[src/hdl/crms_pkg.sv]
// Shared types and constants for the caption route and mode selector
package crms_pkg;

  // ----------------------------------------------------------------
  // Widths
  // ----------------------------------------------------------------
  localparam int SEL_W = 4;
  localparam int CC_W = 8;
  localparam int PIX_W = 10;
  localparam int STD_W = 2;

  // ----------------------------------------------------------------
  // Caption standards carried in a video word
  // ----------------------------------------------------------------
  localparam logic [STD_W-1:0] STD_608 = 2'h0;
  localparam logic [STD_W-1:0] STD_708 = 2'h1;
  localparam logic [STD_W-1:0] STD_OTHER = 2'h2;

  // ----------------------------------------------------------------
  // Route selector codes
  // ----------------------------------------------------------------
  localparam logic [SEL_W-1:0] RT_ENC_LAST = 4'h2;
  localparam logic [SEL_W-1:0] RT_BOTH_LAST = 4'h7;
  localparam logic [SEL_W-1:0] RT_DEC_A = 4'h8;
  localparam logic [SEL_W-1:0] RT_DEC_B = 4'h9;

  // ----------------------------------------------------------------
  // Bridge selector codes
  // ----------------------------------------------------------------
  localparam logic [SEL_W-1:0] BR_AB_BOTH = 4'h1;
  localparam logic [SEL_W-1:0] BR_BA_BOTH = 4'h2;
  localparam logic [SEL_W-1:0] BR_AB_F1 = 4'h3;
  localparam logic [SEL_W-1:0] BR_BA_F1 = 4'h4;
  localparam logic [SEL_W-1:0] BR_AB_F2 = 4'h5;
  localparam logic [SEL_W-1:0] BR_BA_F2 = 4'h6;

  // ----------------------------------------------------------------
  // Types
  // ----------------------------------------------------------------
  typedef enum logic [3:0] {
    CLS_ENC  = 4'b0001,
    CLS_BOTH = 4'b0010,
    CLS_DEC  = 4'b0100,
    CLS_NONE = 4'b1000
  } crms_class_t;

  typedef enum logic [2:0] {
    SRC_OFF = 3'b001,
    SRC_SER = 3'b010,
    SRC_NET = 3'b100
  } crms_src_t;

  typedef struct packed {
    logic locked;
    logic field2;
    logic hd;
    logic [STD_W-1:0] cc_std;
    logic cc_valid;
    logic [CC_W-1:0] cc_data;
    logic [PIX_W-1:0] pix;
  } crms_vid_t;

  typedef struct packed {
    crms_vid_t vid;
    logic ovl_valid;
    logic [CC_W-1:0] ovl_data;
  } crms_mon_t;

  typedef struct packed {
    logic valid;
    logic [CC_W-1:0] data;
  } crms_text_t;

  typedef struct packed {
    crms_class_t cls;
    crms_src_t src_a;
    crms_src_t src_b;
    logic dec_a_ser;
    logic dec_a_net;
    logic dec_b_ser;
    logic dec_b_net;
  } crms_route_t;

  localparam crms_vid_t VID_RST = '0;

endpackage : crms_pkg

[src/hdl/crms_chan.sv]
// One video channel: pin synchroniser, caption insertion and outputs
`timescale 1ns/1ps
`default_nettype none
module crms_chan (
  input wire logic sys_clk,
  input wire logic arst_n,
  input wire crms_pkg::crms_vid_t vid_pin,
  input wire crms_pkg::crms_text_t ins_text,
  input wire crms_pkg::crms_text_t bridge_text,
  input wire logic [crms_pkg::STD_W-1:0] bridge_std,
  output crms_pkg::crms_vid_t vid_sync,
  output crms_pkg::crms_vid_t out_main,
  output crms_pkg::crms_mon_t out_mon
);

  // ----------------------------------------------------------------
  // Synchroniser
  // ----------------------------------------------------------------
  // Whole word is taken only once stages two and three agree
  crms_pkg::crms_vid_t s1_r;
  crms_pkg::crms_vid_t s2_r;
  crms_pkg::crms_vid_t s3_r;
  crms_pkg::crms_vid_t vid_r;
  crms_pkg::crms_vid_t main_nxt;

  always_ff @(posedge sys_clk or negedge arst_n) begin
    if (!arst_n) begin
      s1_r <= crms_pkg::VID_RST;
      s2_r <= crms_pkg::VID_RST;
      s3_r <= crms_pkg::VID_RST;
    end else begin
      s1_r <= vid_pin;
      s2_r <= s1_r;
      s3_r <= s2_r;
    end
  end

  always_ff @(posedge sys_clk or negedge arst_n) begin
    if (!arst_n) begin
      vid_r <= crms_pkg::VID_RST;
    end else if (s2_r == s3_r) begin
      vid_r <= s3_r;
    end
  end

  assign vid_sync = vid_r;

  // ----------------------------------------------------------------
  // Caption replacement
  // ----------------------------------------------------------------
  // Host text wins over bridged text; both need a locked input
  always_comb begin
    main_nxt = vid_r;
    if (vid_r.locked && ins_text.valid) begin
      main_nxt.cc_valid = 1'b1;
      main_nxt.cc_data = ins_text.data;
    end else if (vid_r.locked && bridge_text.valid) begin
      main_nxt.cc_valid = 1'b1;
      main_nxt.cc_data = bridge_text.data;
      main_nxt.cc_std = bridge_std;
    end
  end

  // ----------------------------------------------------------------
  // Outputs
  // ----------------------------------------------------------------
  always_ff @(posedge sys_clk or negedge arst_n) begin
    if (!arst_n) begin
      out_main <= crms_pkg::VID_RST;
    end else begin
      out_main <= main_nxt;
    end
  end

  always_ff @(posedge sys_clk or negedge arst_n) begin
    if (!arst_n) begin
      out_mon <= '0;
    end else begin
      out_mon.vid <= main_nxt;
      out_mon.ovl_valid <= main_nxt.cc_valid;
      out_mon.ovl_data <= main_nxt.cc_data;
    end
  end

endmodule : crms_chan
`default_nettype wire

[src/hdl/crms_top.sv]
// Caption route and mode selector: two channels, two selectors, two links
`timescale 1ns/1ps
`default_nettype none
// Summary of operation
// - Bridge selector: 0 none; 1,2 both fields; 3,4 field 1; 5,6 field 2.
// - Route selector 0-2 encode, 3-7 encode and decode, 8-9 decode.
// - Encode-only: 0 A serial B network; 1 both serial; 2 both network.
// - Input one feeds odd outputs, input two feeds even outputs.
// - Outputs three and four show captions of outputs one and two.
// - Decoded text goes to the host link; video captions stay unchanged.
// - A to B bridging copies A captions into B; A keeps its own.
// - Bridging across differing formats converts only 608/708 captions.
// - While locked, host text is inserted the cycle it arrives.
// - Channels run independently; inputs need not be synchronous.
// - Bridging is set by the bridge selector alone; valid host text on a channel wins over bridged text.
// - Route 8 decodes input one, 9 input two, to both links.
module crms_top (
  input wire logic sys_clk,
  input wire logic arst_n,
  input wire logic [crms_pkg::SEL_W-1:0] route_selector,
  input wire logic [crms_pkg::SEL_W-1:0] bridge_selector,
  input wire crms_pkg::crms_vid_t vid_in_a,
  input wire crms_pkg::crms_vid_t vid_in_b,
  input wire crms_pkg::crms_text_t ser_rx,
  input wire crms_pkg::crms_text_t net_rx,
  output crms_pkg::crms_vid_t vid_out_1,
  output crms_pkg::crms_vid_t vid_out_2,
  output crms_pkg::crms_mon_t burned_in_overlay_3,
  output crms_pkg::crms_mon_t burned_in_overlay_4,
  output crms_pkg::crms_text_t ser_tx,
  output crms_pkg::crms_text_t net_tx
);

  // ----------------------------------------------------------------
  // Selector synchronisers
  // ----------------------------------------------------------------
  // Rotary switches are pins; a setting is taken once it holds still
  logic [crms_pkg::SEL_W-1:0] rs1_r;
  logic [crms_pkg::SEL_W-1:0] rs2_r;
  logic [crms_pkg::SEL_W-1:0] rs3_r;
  logic [crms_pkg::SEL_W-1:0] route_r;
  logic [crms_pkg::SEL_W-1:0] bs1_r;
  logic [crms_pkg::SEL_W-1:0] bs2_r;
  logic [crms_pkg::SEL_W-1:0] bs3_r;
  logic [crms_pkg::SEL_W-1:0] bridge_r;

  always_ff @(posedge sys_clk or negedge arst_n) begin
    if (!arst_n) begin
      rs1_r <= 4'hF;
      rs2_r <= 4'hF;
      rs3_r <= 4'hF;
      route_r <= 4'hF;
    end else begin
      rs1_r <= route_selector;
      rs2_r <= rs1_r;
      rs3_r <= rs2_r;
      if (rs2_r == rs3_r) begin
        route_r <= rs3_r;
      end
    end
  end

  always_ff @(posedge sys_clk or negedge arst_n) begin
    if (!arst_n) begin
      bs1_r <= 4'h0;
      bs2_r <= 4'h0;
      bs3_r <= 4'h0;
      bridge_r <= 4'h0;
    end else begin
      bs1_r <= bridge_selector;
      bs2_r <= bs1_r;
      bs3_r <= bs2_r;
      if (bs2_r == bs3_r) begin
        bridge_r <= bs3_r;
      end
    end
  end

  // ----------------------------------------------------------------
  // Route decode
  // ----------------------------------------------------------------
  function automatic crms_pkg::crms_route_t route_of(
    input logic [crms_pkg::SEL_W-1:0] sel
  );
    crms_pkg::crms_route_t r;
    r = '{cls: crms_pkg::CLS_NONE, src_a: crms_pkg::SRC_OFF,
          src_b: crms_pkg::SRC_OFF, default: 1'b0};
    if (sel <= crms_pkg::RT_ENC_LAST) begin
      r.cls = crms_pkg::CLS_ENC;
    end else if (sel <= crms_pkg::RT_BOTH_LAST) begin
      r.cls = crms_pkg::CLS_BOTH;
    end else if (sel <= crms_pkg::RT_DEC_B) begin
      r.cls = crms_pkg::CLS_DEC;
    end
    case (sel)
      4'h0: begin
        r.src_a = crms_pkg::SRC_SER;
        r.src_b = crms_pkg::SRC_NET;
      end
      4'h1: begin
        r.src_a = crms_pkg::SRC_SER;
        r.src_b = crms_pkg::SRC_SER;
      end
      4'h2: begin
        r.src_a = crms_pkg::SRC_NET;
        r.src_b = crms_pkg::SRC_NET;
      end
      4'h3: begin
        r.src_a = crms_pkg::SRC_SER;
        r.src_b = crms_pkg::SRC_NET;
        r.dec_a_ser = 1'b1;
        r.dec_b_net = 1'b1;
      end
      4'h4: begin
        r.src_a = crms_pkg::SRC_SER;
        r.src_b = crms_pkg::SRC_SER;
        r.dec_a_ser = 1'b1;
        r.dec_a_net = 1'b1;
      end
      4'h5: begin
        r.src_a = crms_pkg::SRC_NET;
        r.src_b = crms_pkg::SRC_NET;
        r.dec_b_ser = 1'b1;
        r.dec_b_net = 1'b1;
      end
      4'h6: begin
        r.src_a = crms_pkg::SRC_SER;
        r.src_b = crms_pkg::SRC_SER;
        r.dec_b_ser = 1'b1;
        r.dec_b_net = 1'b1;
      end
      4'h7: begin
        r.src_a = crms_pkg::SRC_NET;
        r.src_b = crms_pkg::SRC_NET;
        r.dec_a_ser = 1'b1;
        r.dec_a_net = 1'b1;
      end
      crms_pkg::RT_DEC_A: begin
        r.dec_a_ser = 1'b1;
        r.dec_a_net = 1'b1;
      end
      crms_pkg::RT_DEC_B: begin
        r.dec_b_ser = 1'b1;
        r.dec_b_net = 1'b1;
      end
      default: begin
        r.cls = crms_pkg::CLS_NONE;
      end
    endcase
    return r;
  endfunction : route_of

  crms_pkg::crms_route_t route;
  assign route = route_of(route_r);

  function automatic crms_pkg::crms_text_t pick(
    input crms_pkg::crms_src_t src,
    input crms_pkg::crms_text_t ser,
    input crms_pkg::crms_text_t net
  );
    crms_pkg::crms_text_t t;
    t = '0;
    if (src == crms_pkg::SRC_SER) begin
      t = ser;
    end else if (src == crms_pkg::SRC_NET) begin
      t = net;
    end
    return t;
  endfunction : pick

  // ----------------------------------------------------------------
  // Bridge decode
  // ----------------------------------------------------------------
  // Host links are not consulted here, so bridging runs unattended
  logic br_ab;
  logic br_ba;
  logic br_f1;
  logic br_f2;

  always_comb begin
    br_ab = bridge_r inside {crms_pkg::BR_AB_BOTH, crms_pkg::BR_AB_F1,
                             crms_pkg::BR_AB_F2};
    br_ba = bridge_r inside {crms_pkg::BR_BA_BOTH, crms_pkg::BR_BA_F1,
                             crms_pkg::BR_BA_F2};
    br_f1 = bridge_r inside {crms_pkg::BR_AB_BOTH, crms_pkg::BR_BA_BOTH,
                             crms_pkg::BR_AB_F1, crms_pkg::BR_BA_F1};
    br_f2 = bridge_r inside {crms_pkg::BR_AB_BOTH, crms_pkg::BR_BA_BOTH,
                             crms_pkg::BR_AB_F2, crms_pkg::BR_BA_F2};
  end

  // ----------------------------------------------------------------
  // Channels
  // ----------------------------------------------------------------
  crms_pkg::crms_vid_t sync_a;
  crms_pkg::crms_vid_t sync_b;
  crms_pkg::crms_text_t ins_a;
  crms_pkg::crms_text_t ins_b;
  crms_pkg::crms_text_t brg_a;
  crms_pkg::crms_text_t brg_b;
  logic [crms_pkg::STD_W-1:0] std_a;
  logic [crms_pkg::STD_W-1:0] std_b;

  // Source caption may cross formats only if it is 608 or 708
  function automatic logic conv_ok(
    input crms_pkg::crms_vid_t src,
    input crms_pkg::crms_vid_t dst
  );
    return (src.hd == dst.hd) || (src.cc_std == crms_pkg::STD_608) ||
           (src.cc_std == crms_pkg::STD_708);
  endfunction : conv_ok
  function automatic logic [crms_pkg::STD_W-1:0] conv_std(
    input crms_pkg::crms_vid_t src,
    input crms_pkg::crms_vid_t dst
  );
    logic [crms_pkg::STD_W-1:0] s;
    s = src.cc_std;
    if (src.hd != dst.hd) begin
      s = dst.hd ? crms_pkg::STD_708 : crms_pkg::STD_608;
    end
    return s;
  endfunction : conv_std

  always_comb begin
    ins_a = pick(route.src_a, ser_rx, net_rx);
    ins_b = pick(route.src_b, ser_rx, net_rx);
    if (route.cls inside {crms_pkg::CLS_DEC, crms_pkg::CLS_NONE}) begin
      ins_a = '0;
      ins_b = '0;
    end
  end

  always_comb begin
    brg_b.valid = br_ab && sync_a.cc_valid && conv_ok(sync_a, sync_b) &&
                  (sync_a.field2 ? br_f2 : br_f1);
    brg_b.data = sync_a.cc_data;
    std_b = conv_std(sync_a, sync_b);
    brg_a.valid = br_ba && sync_b.cc_valid && conv_ok(sync_b, sync_a) &&
                  (sync_b.field2 ? br_f2 : br_f1);
    brg_a.data = sync_b.cc_data;
    std_a = conv_std(sync_b, sync_a);
  end

  crms_chan u_chan_a (
    .sys_clk(sys_clk),
    .arst_n(arst_n),
    .vid_pin(vid_in_a),
    .ins_text(ins_a),
    .bridge_text(brg_a),
    .bridge_std(std_a),
    .vid_sync(sync_a),
    .out_main(vid_out_1),
    .out_mon(burned_in_overlay_3)
  );

  crms_chan u_chan_b (
    .sys_clk(sys_clk),
    .arst_n(arst_n),
    .vid_pin(vid_in_b),
    .ins_text(ins_b),
    .bridge_text(brg_b),
    .bridge_std(std_b),
    .vid_sync(sync_b),
    .out_main(vid_out_2),
    .out_mon(burned_in_overlay_4)
  );

  // ----------------------------------------------------------------
  // Decoded text to host links
  // ----------------------------------------------------------------
  // Text is read from the input word; the video word is left alone
  crms_pkg::crms_text_t dec_a;
  crms_pkg::crms_text_t dec_b;
  assign dec_a = '{valid: sync_a.cc_valid, data: sync_a.cc_data};
  assign dec_b = '{valid: sync_b.cc_valid, data: sync_b.cc_data};

  always_ff @(posedge sys_clk or negedge arst_n) begin
    if (!arst_n) begin
      ser_tx <= '0;
    end else if (route.dec_a_ser) begin
      ser_tx <= dec_a;
    end else if (route.dec_b_ser) begin
      ser_tx <= dec_b;
    end else begin
      ser_tx <= '0;
    end
  end

  always_ff @(posedge sys_clk or negedge arst_n) begin
    if (!arst_n) begin
      net_tx <= '0;
    end else if (route.dec_a_net) begin
      net_tx <= dec_a;
    end else if (route.dec_b_net) begin
      net_tx <= dec_b;
    end else begin
      net_tx <= '0;
    end
  end

endmodule : crms_top
`default_nettype wire

[config.mk]
export PLATFORM = sky130hd
export DESIGN_NAME = crms_top
export DESIGN_NICKNAME = d
export VERILOG_FILES = /design/src/hdl/crms_pkg.sv /design/src/hdl/crms_chan.sv /design/src/hdl/crms_top.sv
export SDC_FILE = /design/constraint.sdc
export NUM_CORES = 1
export LEC_CHECK = 0
export BUFFER_PORTS_ARGS = -buffer_cell sky130_fd_sc_hd__buf_2
export CAP_MARGIN = 20
export CORE_MARGIN = 4
export CORE_UTILIZATION = 40
export CTS_BUF_LIST = sky130_fd_sc_hd__clkbuf_8
export DETAILED_ROUTE_END_ITERATION = 10
export GPL_ROUTABILITY_DRIVEN = 1
export PLACE_DENSITY = 0.63
export SYNTH_ARGS = -nofsm -noshare
export SYNTH_HDL_FRONTEND = slang
export SYNTH_SLANG_ARGS = --single-unit
[constraint.sdc]
create_clock -name sys_clk -period 2.5 [get_ports sys_clk]
set_input_delay 0.125 -clock sys_clk [delete_from_list [all_inputs] [get_ports sys_clk]]
set_output_delay 0.125 -clock sys_clk [all_outputs]
set_load 0.005 [all_outputs]
## Yosys cells after proc, flatten, opt, wreduce, memory -nomap -nowiden

Cells that the tools add are included.

| word-level totals | value |
|---|---|
| register bits after elaboration | 290 |
| latch bits | 0 |
| RAM bits | 0 |
| bits in read-only memories | 0 |
| input bits | 76 |
| output and inout bits | 132 |
| word-level logic and storage cells | 177 |
| memories kept | 0 |

| operators by class | value |
|---|---|
| $add $sub $neg | 0 |
| multiply operators | 0 |
| divide/modulo/power cells | 0 |
| order comparisons | 3 |
| equality and inequality tests | 31 |
| shift-type cells | 0 |
| multiplexer cells | 31 |
| bitwise logic cells | 0 |
| reduce and logical (&&, ||, !) cells | 30 |

Operator list:

| operator | count |
|---|---|
| $mux W9 | 12 |
| $eq A24 B24 Y1 | 2 |
| $eq A4 B3 Y1 const B | 8 |
| $mux W11 | 2 |
| $pmux W6 S3 | 1 |
| $eq A4 B2 Y1 const B | 4 |
| $mux W4 | 4 |
| $eq A4 B4 Y1 const B | 3 |
| $reduce_or A3 Y1 | 4 |
| $logic_and A1 B1 Y1 | 10 |
| $reduce_or A10 Y1 | 1 |
| $eq A4 B1 Y1 const B | 2 |
| $eq A4 B4 Y1 | 2 |
| $mux W1 | 8 |
| $mux W2 | 4 |
| $reduce_bool A4 Y1 | 2 |
| $reduce_or A4 Y1 | 2 |
| $eq A3 B2 Y1 const B | 2 |
| $eq A3 B3 Y1 const B | 2 |
| $reduce_bool A3 Y1 | 2 |
| $eq A2 B1 Y1 const B | 2 |
| $le A4 B2 Y1 const B | 1 |
| $le A4 B3 Y1 const B | 1 |
| $le A4 B4 Y1 const B | 1 |
| 7 further kinds | 13 |

## Longest topological paths before layout

Gate-level depths: netlist of run 1.

| depth | value |
|---|---|
| word-level depth | 10 |
| mapped depth | 7 |
| depth with buffers taken out | 5 |

## Modules after synthesis

Synthesis of run 1 repeated with hierarchy kept, for this count alone.

| second synthesis, totals | value |
|---|---|
| cells, all modules | 771 |
| area, all modules | 11,095.6 um^2 |

By module, submodules not included:

| module | instances | cells each | area an instance (um^2) | seq. area each (um^2) |
|---|---|---|---|---|
| crms_chan | 2 | 258 | 4,176.5 | 3,002.9 |
| crms_top | 1 | 255 | 2,742.6 | 1,271.2 |

## Worst setup path before layout of run 1

Ideal clock, no wire load.

| timing path | value |
|---|---|
| path kind | register to register |
| from | register u_chan_a.s3_r[16] (netlist bit) |
| to | register u_chan_a.vid_r (netlist bit u_chan_a.vid_sync[0]) |
| setup time | 0.125 ns |
| arrival time | 1.752 ns |
| data required time | 2.375 ns |
| slack | 0.623 ns |
| stages on the path, launching flop included | 7 |
| buffers on the path | 1 |
| clock period less this slack | 1.877 ns |
| cells stage by stage | dfrtp_1 -> xor2_1 -> nor4_1 -> nand4_1 -> nor3_2 -> buf_6 -> mux2_2 |

| between the ends | value |
|---|---|
| cells in the longest elaborated chain, start to end | 1 |

Ends and longest elaborated chain:

| element | line | RTL |
|---|---|---|
| from (decl) | crms_chan.sv:22 | `crms_pkg::crms_vid_t s3_r;` |
| from (signal assigned) | crms_chan.sv:30 | `s3_r <= crms_pkg::VID_RST;` |
| from (signal assigned) | crms_chan.sv:34 | `s3_r <= s2_r;` |
| $eq A24 B24 Y1 | crms_chan.sv:41 | `end else if (s2_r == s3_r) begin` |
| to (signal assigned) | crms_chan.sv:40 | `vid_r <= crms_pkg::VID_RST;` |
| to (signal assigned) | crms_chan.sv:42 | `vid_r <= s3_r;` |
| to (decl) | crms_chan.sv:23 | `crms_pkg::crms_vid_t vid_r;` |

Every way passes these cells.
A chain may end at the register's enable or synchronous reset.

==> results.md, run 1 <==
- The flow ran to the end, and the final reports show no timing, DRC or antenna violations.
- The TritonCTS buffer count is 47.
- The number of hold violations in the final report is 0.
- The finished layout holds roughly 1300 standard cells, fillers aside.
- The actual transition at the worst max-transition pin is 0.834 ns.
- The worst hold path passes through 4 cells.
- The instance area at placement is about 12000 sq um.
- Pin placement for this block handled ~210 I/O pins.
- After detailed routing, no signal wire sits above met4.
- VDD sags by at most 0.461 mV.
- Global routing used between 10% and 20% of the available tracks across all layers.
- After detailed routing, the met3 layer carries between 1000 and 1500 microns of wire.
- The power density of the placed cells is between 800 and 900 nW/um^2.
- In the layout the commonest cells are sky130_fd_sc_hd__dfrtp_1, sky130_fd_sc_hd__buf_2, sky130_fd_sc_hd__dlygate4sd3_1.
- The worst register-to-register path ends at u_chan_b.out_main[11]$_DFF_PN0_.
- In this run the tightest slew margin relative to its limit is 43.9%.
- The start-to-end type of the worst setup path is reg2reg.
- Input and output buffers added on the ports amount to roughly 210.
- The multi-input combinational cells in the finished layout cover a total of around 2600 sq um.
- Counting I/O delays and the setup requirement, the final critical path takes ~2.4 ns.
- Once layout is done, the placed cells without fillers occupy around 13000 sq um.
- Counting flops with an async set or reset pin after synthesis yields a share of 100%.
- The number of global-route vias before repair is ~6300.
- The detailed router finished its first iteration with between 300 and 400 violations.
- The initial cell density of the core is about two fifths.
- The vias per cell is approximately 4.6.
- Setup repair after global routing left no endpoint under its margin.
- The area inside the core boundary is 26000 sq um.
- The residual overflow from global routing is 0.
- The total wirelength of the detailed-routed design is 21600 microns.
- The die covers just under 30000 sq um.
- The element type at the critical path start is a register.
- The number of antenna violations at the first check in global routing is 0.
- Summing every instance area after synthesis gives roughly 11000 sq um.
- The tree is rooted in a sky130_fd_sc_hd__clkbuf_8.
- Across all register-to-register paths, the minimum setup slack is roughly 0.14 ns.
- The met2 routed wirelength is 10100 microns.
- Yosys mapped a number of flops with a built-in enable equal to 0.
- The number of clock sinks is between 200 and 300.
- The clock insertion delay at the later pin of the skew report is around 0.56 ns.
- The H-tree depth is 2.
- The number of antenna diodes in the final layout is 0.
- The detailed-route DRC error count is 0.
- The worst-path maximum fanout is 8.
- The HPWL after detailed placement is approximately 15000 microns.
- The number of max-slew violations in the final report is 0.
- The die span in x is 170 microns.
- After filler insertion, the fill cell instance count of the layout stands at 2193.
- The number of flip-flops and latches in the synthesized netlist is between 200 and 300.
- The routability congestion estimate is ~0.78.
- The average size of a mapped cell is about 15 sq um.
- Of the cells placed in the final design, the portion with a size suffix greater than 1 is 40.4%.
- During synthesis, Yosys emitted a total of 0 warnings.
- The clock tree from TritonCTS is yes.
- The most used flip-flop cell after synthesis is sky130_fd_sc_hd__dfrtp_1.
- The first-pass GRT wire length is ~34000 microns.
- The first-pass detailed-route iteration total is 4.
- The kind of capture point of the worst setup path is a register.
- After routing, the total negative slack on setup checks comes to 0 ns.
- Setup violations remaining at the end of the flow were counted as 0.
- The post-placement cell count is 1165.
- The maximum count of clock buffers along a single path is 3.
- The number of rows in the core area is 59.
- The logic depth of the worst register-to-register path is 6.
- After layout, the worst path uses a little over nine tenths of the clock period.
- The worst reg2reg path startpoint is route_r[0]$_DFFE_PN1N_.
- The achievable clock frequency is roughly 420 MHz.
- The synthesized netlist net count is between 700 and 800.
- The antenna violation net count after detailed routing is 0.
- In this run the most critical hold path is launched from net_rx[2].
- For this block, the via count after detailed routing is a little over 6000.
- Registers take between 7000 and 8000 sq um.
- The maximum number of pins on one net before global-route repair is 107.
- The growth of design area from synthesis to finish is 26.7%.
- Summing the sequential cell areas from Yosys gives ~70% of the chip area.
- The most common cell after layout, fill and taps aside is sky130_fd_sc_hd__dfrtp_1.
- The post-route met1 wirelength is 9600 microns.
- The post-synthesis cell type count is 39.
- The min-delay analysis places its worst path in the category in2reg.
- For the final database, setup skew stands at between 0.02 and 0.03 ns.
- The count of buffers added by post-CTS timing repair for setup is 0.
- Synthesis produced 697 cells.
- The signal arrival time at the worst endpoint is 2.83 ns.
- The analysis attributes to cell leakage a power of roughly 0.0067 uW.
- Dividing the detail-routed wire length by the instance count gives 16.3 microns.
- The number of max-capacitance violations reported is 0.
- In the final design database the tool counted roughly 1000 nets.
- The clock-pin slew on the worst setup and hold paths is approximately 0.07 ns.
- The hold-critical path endpoint is u_chan_a.out_main[12]$_DFF_PN0_.
- Data on the critical path is required at its endpoint by between 2 and 3 ns.
- Measured along the y axis, the die boundary spans around 170 microns.
[where the power goes]
group	leakage [uW]	total (uW)	internal, uW	switching [uW]
sequential	0.00363	5130	4940	185
clock	0.000593	4420	2580	1840
combinational	0.00250	1180	564	619
total	0.00672	10700	8090	2640
[repair_timing]
action / CTS / global route
hold buffers: 74 / 0
gates resized for setup: 0 / 1
setup endpoints to repair: 0 / 4
endpoints found under the hold margin: 342 / 0
[cells in the mapped netlist (2+ instances only)]
library cell,instances,area [sq um]
sky130_fd_sc_hd__buf_1,3,11.3
sky130_fd_sc_hd__buf_2,6,30.0
sky130_fd_sc_hd__dfstp_2,16,420
sky130_fd_sc_hd__clkbuf_1,8,30.0
sky130_fd_sc_hd__mux2_2,67,754
sky130_fd_sc_hd__o41ai_1,2,17.5
sky130_fd_sc_hd__a21bo_2,2,20.0
sky130_fd_sc_hd__mux2i_1,34,340
sky130_fd_sc_hd__o22ai_1,9,56.3
sky130_fd_sc_hd__nor2_1,2,7.51
sky130_fd_sc_hd__o21ai_0,29,145
sky130_fd_sc_hd__and2_1,2,12.5
sky130_fd_sc_hd__xnor2_1,17,149
sky130_fd_sc_hd__nand2_1,15,56.3
sky130_fd_sc_hd__a21oi_1,21,105
sky130_fd_sc_hd__nand4_1,6,37.5
sky130_fd_sc_hd__nand3_1,2,10.0
sky130_fd_sc_hd__or3b_1,3,26.3
sky130_fd_sc_hd__nand2b_1,6,37.5
sky130_fd_sc_hd__a22oi_1,9,67.6
sky130_fd_sc_hd__dfrtp_1,274,6860
sky130_fd_sc_hd__buf_6,6,67.6
sky130_fd_sc_hd__nor4_1,10,62.6
sky130_fd_sc_hd__nor3_2,2,20.0
sky130_fd_sc_hd__mux2_4,6,90.1
sky130_fd_sc_hd__or3b_2,2,17.5
sky130_fd_sc_hd__inv_1,3,11.3
sky130_fd_sc_hd__o21a_1,16,120
sky130_fd_sc_hd__nor2b_1,2,12.5
sky130_fd_sc_hd__buf_4,67,503
sky130_fd_sc_hd__xor2_1,42,368
[worst max-delay path, stage by stage, from the launching register on]
cell	delay [ns]
sky130_fd_sc_hd__dfstp_2	0.55
sky130_fd_sc_hd__or3b_1	0.38
sky130_fd_sc_hd__and2_2	0.31
sky130_fd_sc_hd__mux2i_1	0.15
sky130_fd_sc_hd__dlygate4sd3_1	0.58
sky130_fd_sc_hd__o21ai_0	0.15
sky130_fd_sc_hd__o21a_1	0.14
[final cells by class]
class                      count  area share (%)
clock buffer                  63            6.50
clock inverter                24            1.52
inverter                       3          0.0844
multi-input combinational    313            19.6
sequential                   290            54.5
tap                          335            3.14
timing repair buffer         298            14.6
[state kept, by name, indices dropped and copies added (netlist names), 9 cells and up]
register / count
ser_tx: 9
u_chan_b.out_mon: 11
u_chan_a.out_main: 13
u_chan_b.out_main: 13
net_tx: 9
u_chan_a.out_mon: 11
u_chan_b.s2_r: 24
u_chan_a.s3_r: 24
u_chan_b.s3_r: 24
u_chan_b.s1_r: 24
u_chan_a.s1_r: 24
u_chan_a.s2_r: 24
u_chan_a.vid_sync: 24
u_chan_b.vid_sync: 24
[per-stage QoR]
step	hold WS [ns]	util, %	power (uW)	setup slack, ns
after floorplan	-0.171	-	5860	0.623
after global placement	0.0378	44.4	6250	0.375
after detailed placement	0.0366	44.4	6260	0.329
after CTS	0.00256	51.3	10900	0.102
after global routing	0.0399	51.3	11300	0.0531
final	0.0258	51.3	10700	0.144
[worst max-delay path by stage]
stage                                        to  cells past startpoint  slack [ns]                              start
6_report        u_chan_b.out_main[11]$_DFF_PN0_                      6        0.14             route_r[0]$_DFFE_PN1N_
5_1_grt         u_chan_b.out_main[10]$_DFF_PN0_                      6        0.05             route_r[0]$_DFFE_PN1N_
4_1_cts         u_chan_b.out_main[10]$_DFF_PN0_                      6        0.10             route_r[0]$_DFFE_PN1N_
3_5_place_dp    u_chan_a.out_main[19]$_DFF_PN0_                      5        0.33  u_chan_a.vid_sync[21]$_DFFE_PN0N_
3_3_place_gp    u_chan_a.out_main[13]$_DFF_PN0_                      5        0.37  u_chan_a.vid_sync[21]$_DFFE_PN0N_
2_1_floorplan  u_chan_a.vid_sync[0]$_DFFE_PN0N_                      6        0.62        u_chan_a.s3_r[16]$_DFF_PN0_
[cell families after synthesis]
kind of cell | count (synthesis) | synth area share (%)
AO/OA/AOI/OAI | 93 | 5.50
XOR/XNOR | 59 | 4.90
adder cells (fa/ha/maj) | 1 | 0.0950
buffers and inverters | 94 | 6.25
flip-flops | 290 | 69.1
multiplexers | 107 | 11.2
AND/OR/NAND/NOR | 53 | 2.93
[per-layer routing]
layer  global-route usage [%]  up-vias
met4                     4.58        0
met1                     20.6     3006
li1                         -     2871
met5                        0        -
met2                     23.7      206
met3                     3.46       31
No activity file was read; power rests on OpenSTA's default activity.
==> inputs of run 2 (changes only) <==
--- a/config.mk
+++ b/config.mk
@@ -6,8 +6,8 @@
 export NUM_CORES = 1
 export LEC_CHECK = 0
 export BUFFER_PORTS_ARGS = -buffer_cell sky130_fd_sc_hd__buf_2
-export CAP_MARGIN = 20
-export CORE_MARGIN = 4
+export CAP_MARGIN = 0
+export CORE_MARGIN = 2
 export CORE_UTILIZATION = 40
 export CTS_BUF_LIST = sky130_fd_sc_hd__clkbuf_8
 export DETAILED_ROUTE_END_ITERATION = 10
==> run 2 against run 1 <==
- cell area down 0.99%
- sequential power about the same
- worst setup slack gained 0.076 ns
- count of clock-buffer cells in the layout down 10
- critical path depth stayed put
- clock power decreased by 7.7%
- non-clock buffer count is 4 lower
- critical endpoint is now u_chan_a.out_main[17]$_DFF_PN0_
==> results.md, run 2 (synthesis gave the netlist of run 1 again) <==
- between 200 and 250 I/O pins were placed.
- The number of global-route vias before repair was 6218.
- The area taken by multi-input logic gates is approximately 2600 sq um.
- The peak supply drop is ~0.46 mV.
- The maximum number of pins on one net before global-route repair is 75.
- After the last flow step, the layout net total stands at approximately 1000.
- In this run the tightest slew margin relative to its limit is 48.2%.
- The share of layout cells above drive strength 1 is ~40%.
- The startpoint identified for the worst register-to-register timing path is route_r[1]$_DFFE_PN1N_.
- The clock net in this run drives a total of 290 sinks.
- The library cells used most frequently in the layout, excluding fill and tap cells, are sky130_fd_sc_hd__dfrtp_1, sky130_fd_sc_hd__buf_2, sky130_fd_sc_hd__dlygate4sd3_1.
- The clock insertion delay at the later pin of the skew report is roughly 0.56 ns.
- The die span in x is roughly 170 microns.
- The start-to-end type of the worst setup path is reg2reg.
- The CTS root buffer is sky130_fd_sc_hd__clkbuf_8.
- The detailed-route DRC error count is 0.
- After routing, the total negative slack on setup checks comes to 0 ns.
- Along the worst path, the maximum fanout reaches 8.
- The final critical path takes up 91.2% of the cycle.
- The number of antenna violations at the first check in global routing is 0.
- The H-tree depth is 2.
- The worst setup path is captured at a register.
- The floorplan step defined a die boundary enclosing 27700 sq um.
- The first global-routing pass estimated 34300 microns of wire.
- The antenna violation net count after detailed routing is 0.
- The growth of design area from synthesis to finish is 25.4%.
- The tool flagged a number of max-cap violations equal to 0.
- Dividing the detail-routed wire length by the instance count gives 16.4 microns.
- The core region is around 26000 sq um.
- The TritonCTS buffer count is 45.
- The filler cells instantiated in the layout total 2213.
- The number of port buffers is 207.
- The worst setup path startpoint is route_r[1]$_DFFE_PN1N_.
- The number of rows in the core area is 59.
- The flow ran to the end, and the final reports show no timing, DRC or antenna violations.
- Setup repair after global routing left no endpoint under its margin.
- The maximum count of clock buffers along a single path is 3.
- The final number of setup-violating endpoints is 0.
- Global routing finished with a remaining overflow of 0.
- Once placement completed, the tool counted placed cells totaling approximately 1200.
- The number of hold violations in the final report was 0.
- After layout, the minimum clock period comes to roughly 2.3 ns.
- The worst hold path belongs to the class in2reg.
- Data arrives at the worst endpoint at 2.77 ns.
- The number of max-slew violations in the final report is 0.
- The first-pass detailed-route iteration total is 4.
- The clock-pin slew on the worst setup and hold paths is 0.06 ns.
- For this run, the top clock speed supported by timing is approximately 440 MHz.
- Data on the critical path is required at its endpoint by between 2 and 3 ns.
- Registers take between 7000 and 8000 sq um.
- The worst setup path is launched from a register.
- The initial cell density of the core is approximately two fifths.
- The completed layout was analyzed and its total power is 10300 uW.
- Dividing total power by cell area gives a power density of 783 nW/um^2.
- The start point of the worst hold path is ser_rx[1].
- The vias per cell is roughly 4.6.
- Summed over all layers, the routed wires come to 21700 microns.
- The most common cell after layout, fill and taps aside is sky130_fd_sc_hd__dfrtp_1.
- The global-route usage over all layers is around 16%.
- The finished layout holds 1319 standard cells, fillers aside.
- The die is approximately 170 microns tall.
- Routability-driven placement finished with a final weighted congestion of 0.778.
- The leakage power is 0.00668 uW.
- After the first detailed-routing iteration, the DRC count stood at ~290.
- The clock tree from TritonCTS is yes.
- The post-route clock skew is 0.0226 ns.
- The overall via count from detail_route is just over 6000.
- The number of antenna diodes in the final layout is 0.
- The HPWL after detailed placement is 14600 microns.
- The actual transition at the worst max-transition pin is just under 0.8 ns.
==> run 2: worst max-delay path, stage by stage, from the launching register on <==
cell	delay, ns
sky130_fd_sc_hd__dfstp_2	0.56
sky130_fd_sc_hd__or3b_1	0.39
sky130_fd_sc_hd__and2_2	0.28
sky130_fd_sc_hd__mux2i_1	0.14
sky130_fd_sc_hd__dlygate4sd3_1	0.55
sky130_fd_sc_hd__o21ai_0	0.15
sky130_fd_sc_hd__o21a_1	0.14
==> run 2: path summary, 6_finish.rpt <==
kind,to,depth (start not counted),slack (ns)
setup / recovery,u_chan_a.out_main[17]$_DFF_PN0_,6,0.22
hold / removal,u_chan_b.out_main[11]$_DFF_PN0_,4,0.04
setup reg to reg,u_chan_a.out_main[17]$_DFF_PN0_,6,0.22
hold reg to reg,u_chan_a.s2_r[20]$_DFF_PN0_,0,0.34
max in group asynchronous,rs1_r[0]$_DFF_PN1_,3,1.50
min in group asynchronous,u_chan_b.out_main[22]$_DFF_PN0_,2,0.14
==> run 2: power by group <==
part / total, uW / switching (uW) / internal, uW
Clock: 4080 / 1810 / 2270
Sequential: 5140 / 197 / 4940
Combinational: 1120 / 601 / 518
Total: 10300 / 2600 / 7740
==> run 2: repair_timing <==
item / 4_1_cts / 5_1_grt
resized for setup: 0 / 2
hold buffers: 69 / 0
setup endpoints to repair: 0 / 1
buffers inserted: 0 / 0
endpoints found under the hold margin: 134 / 0
==> run 2: cell type report <==
class / instances / share of cell area (%)
clock buffer: 53 / 5.52
tap: 335 / 3.17
clock inverter: 31 / 1.77
multi-input combinational: 313 / 19.8
sequential: 290 / 55.1
inverter: 3 / 0.0852
timing repair buffer: 294 / 14.6
==> run 2: per-layer routing <==
| metal | GRT usage, % | vias up | share of wire (%) |
|---|---|---|---|
| met5 | 0 | - | 0 |
| met4 | 4.76 | 0 | 1.7 |
| met2 | 24.9 | 227 | 47 |
| met1 | 21.9 | 2986 | 46 |
| li1 | - | 2848 | - |
| met3 | 3.55 | 32 | 5.9 |
==> run 2: stage by stage <==
stage,setup slack [ns],instance area (sq um),hold slack [ns],util [%]
after floorplan,0.623,10500,-0.171,-
after global placement,0.356,11600,0.139,44.5
after detailed placement,0.300,11600,0.144,44.5
after CTS,0.0708,13200,0.00162,50.8
after global routing,0.0939,13200,0.0356,50.8
final,0.220,13200,0.0351,50.8
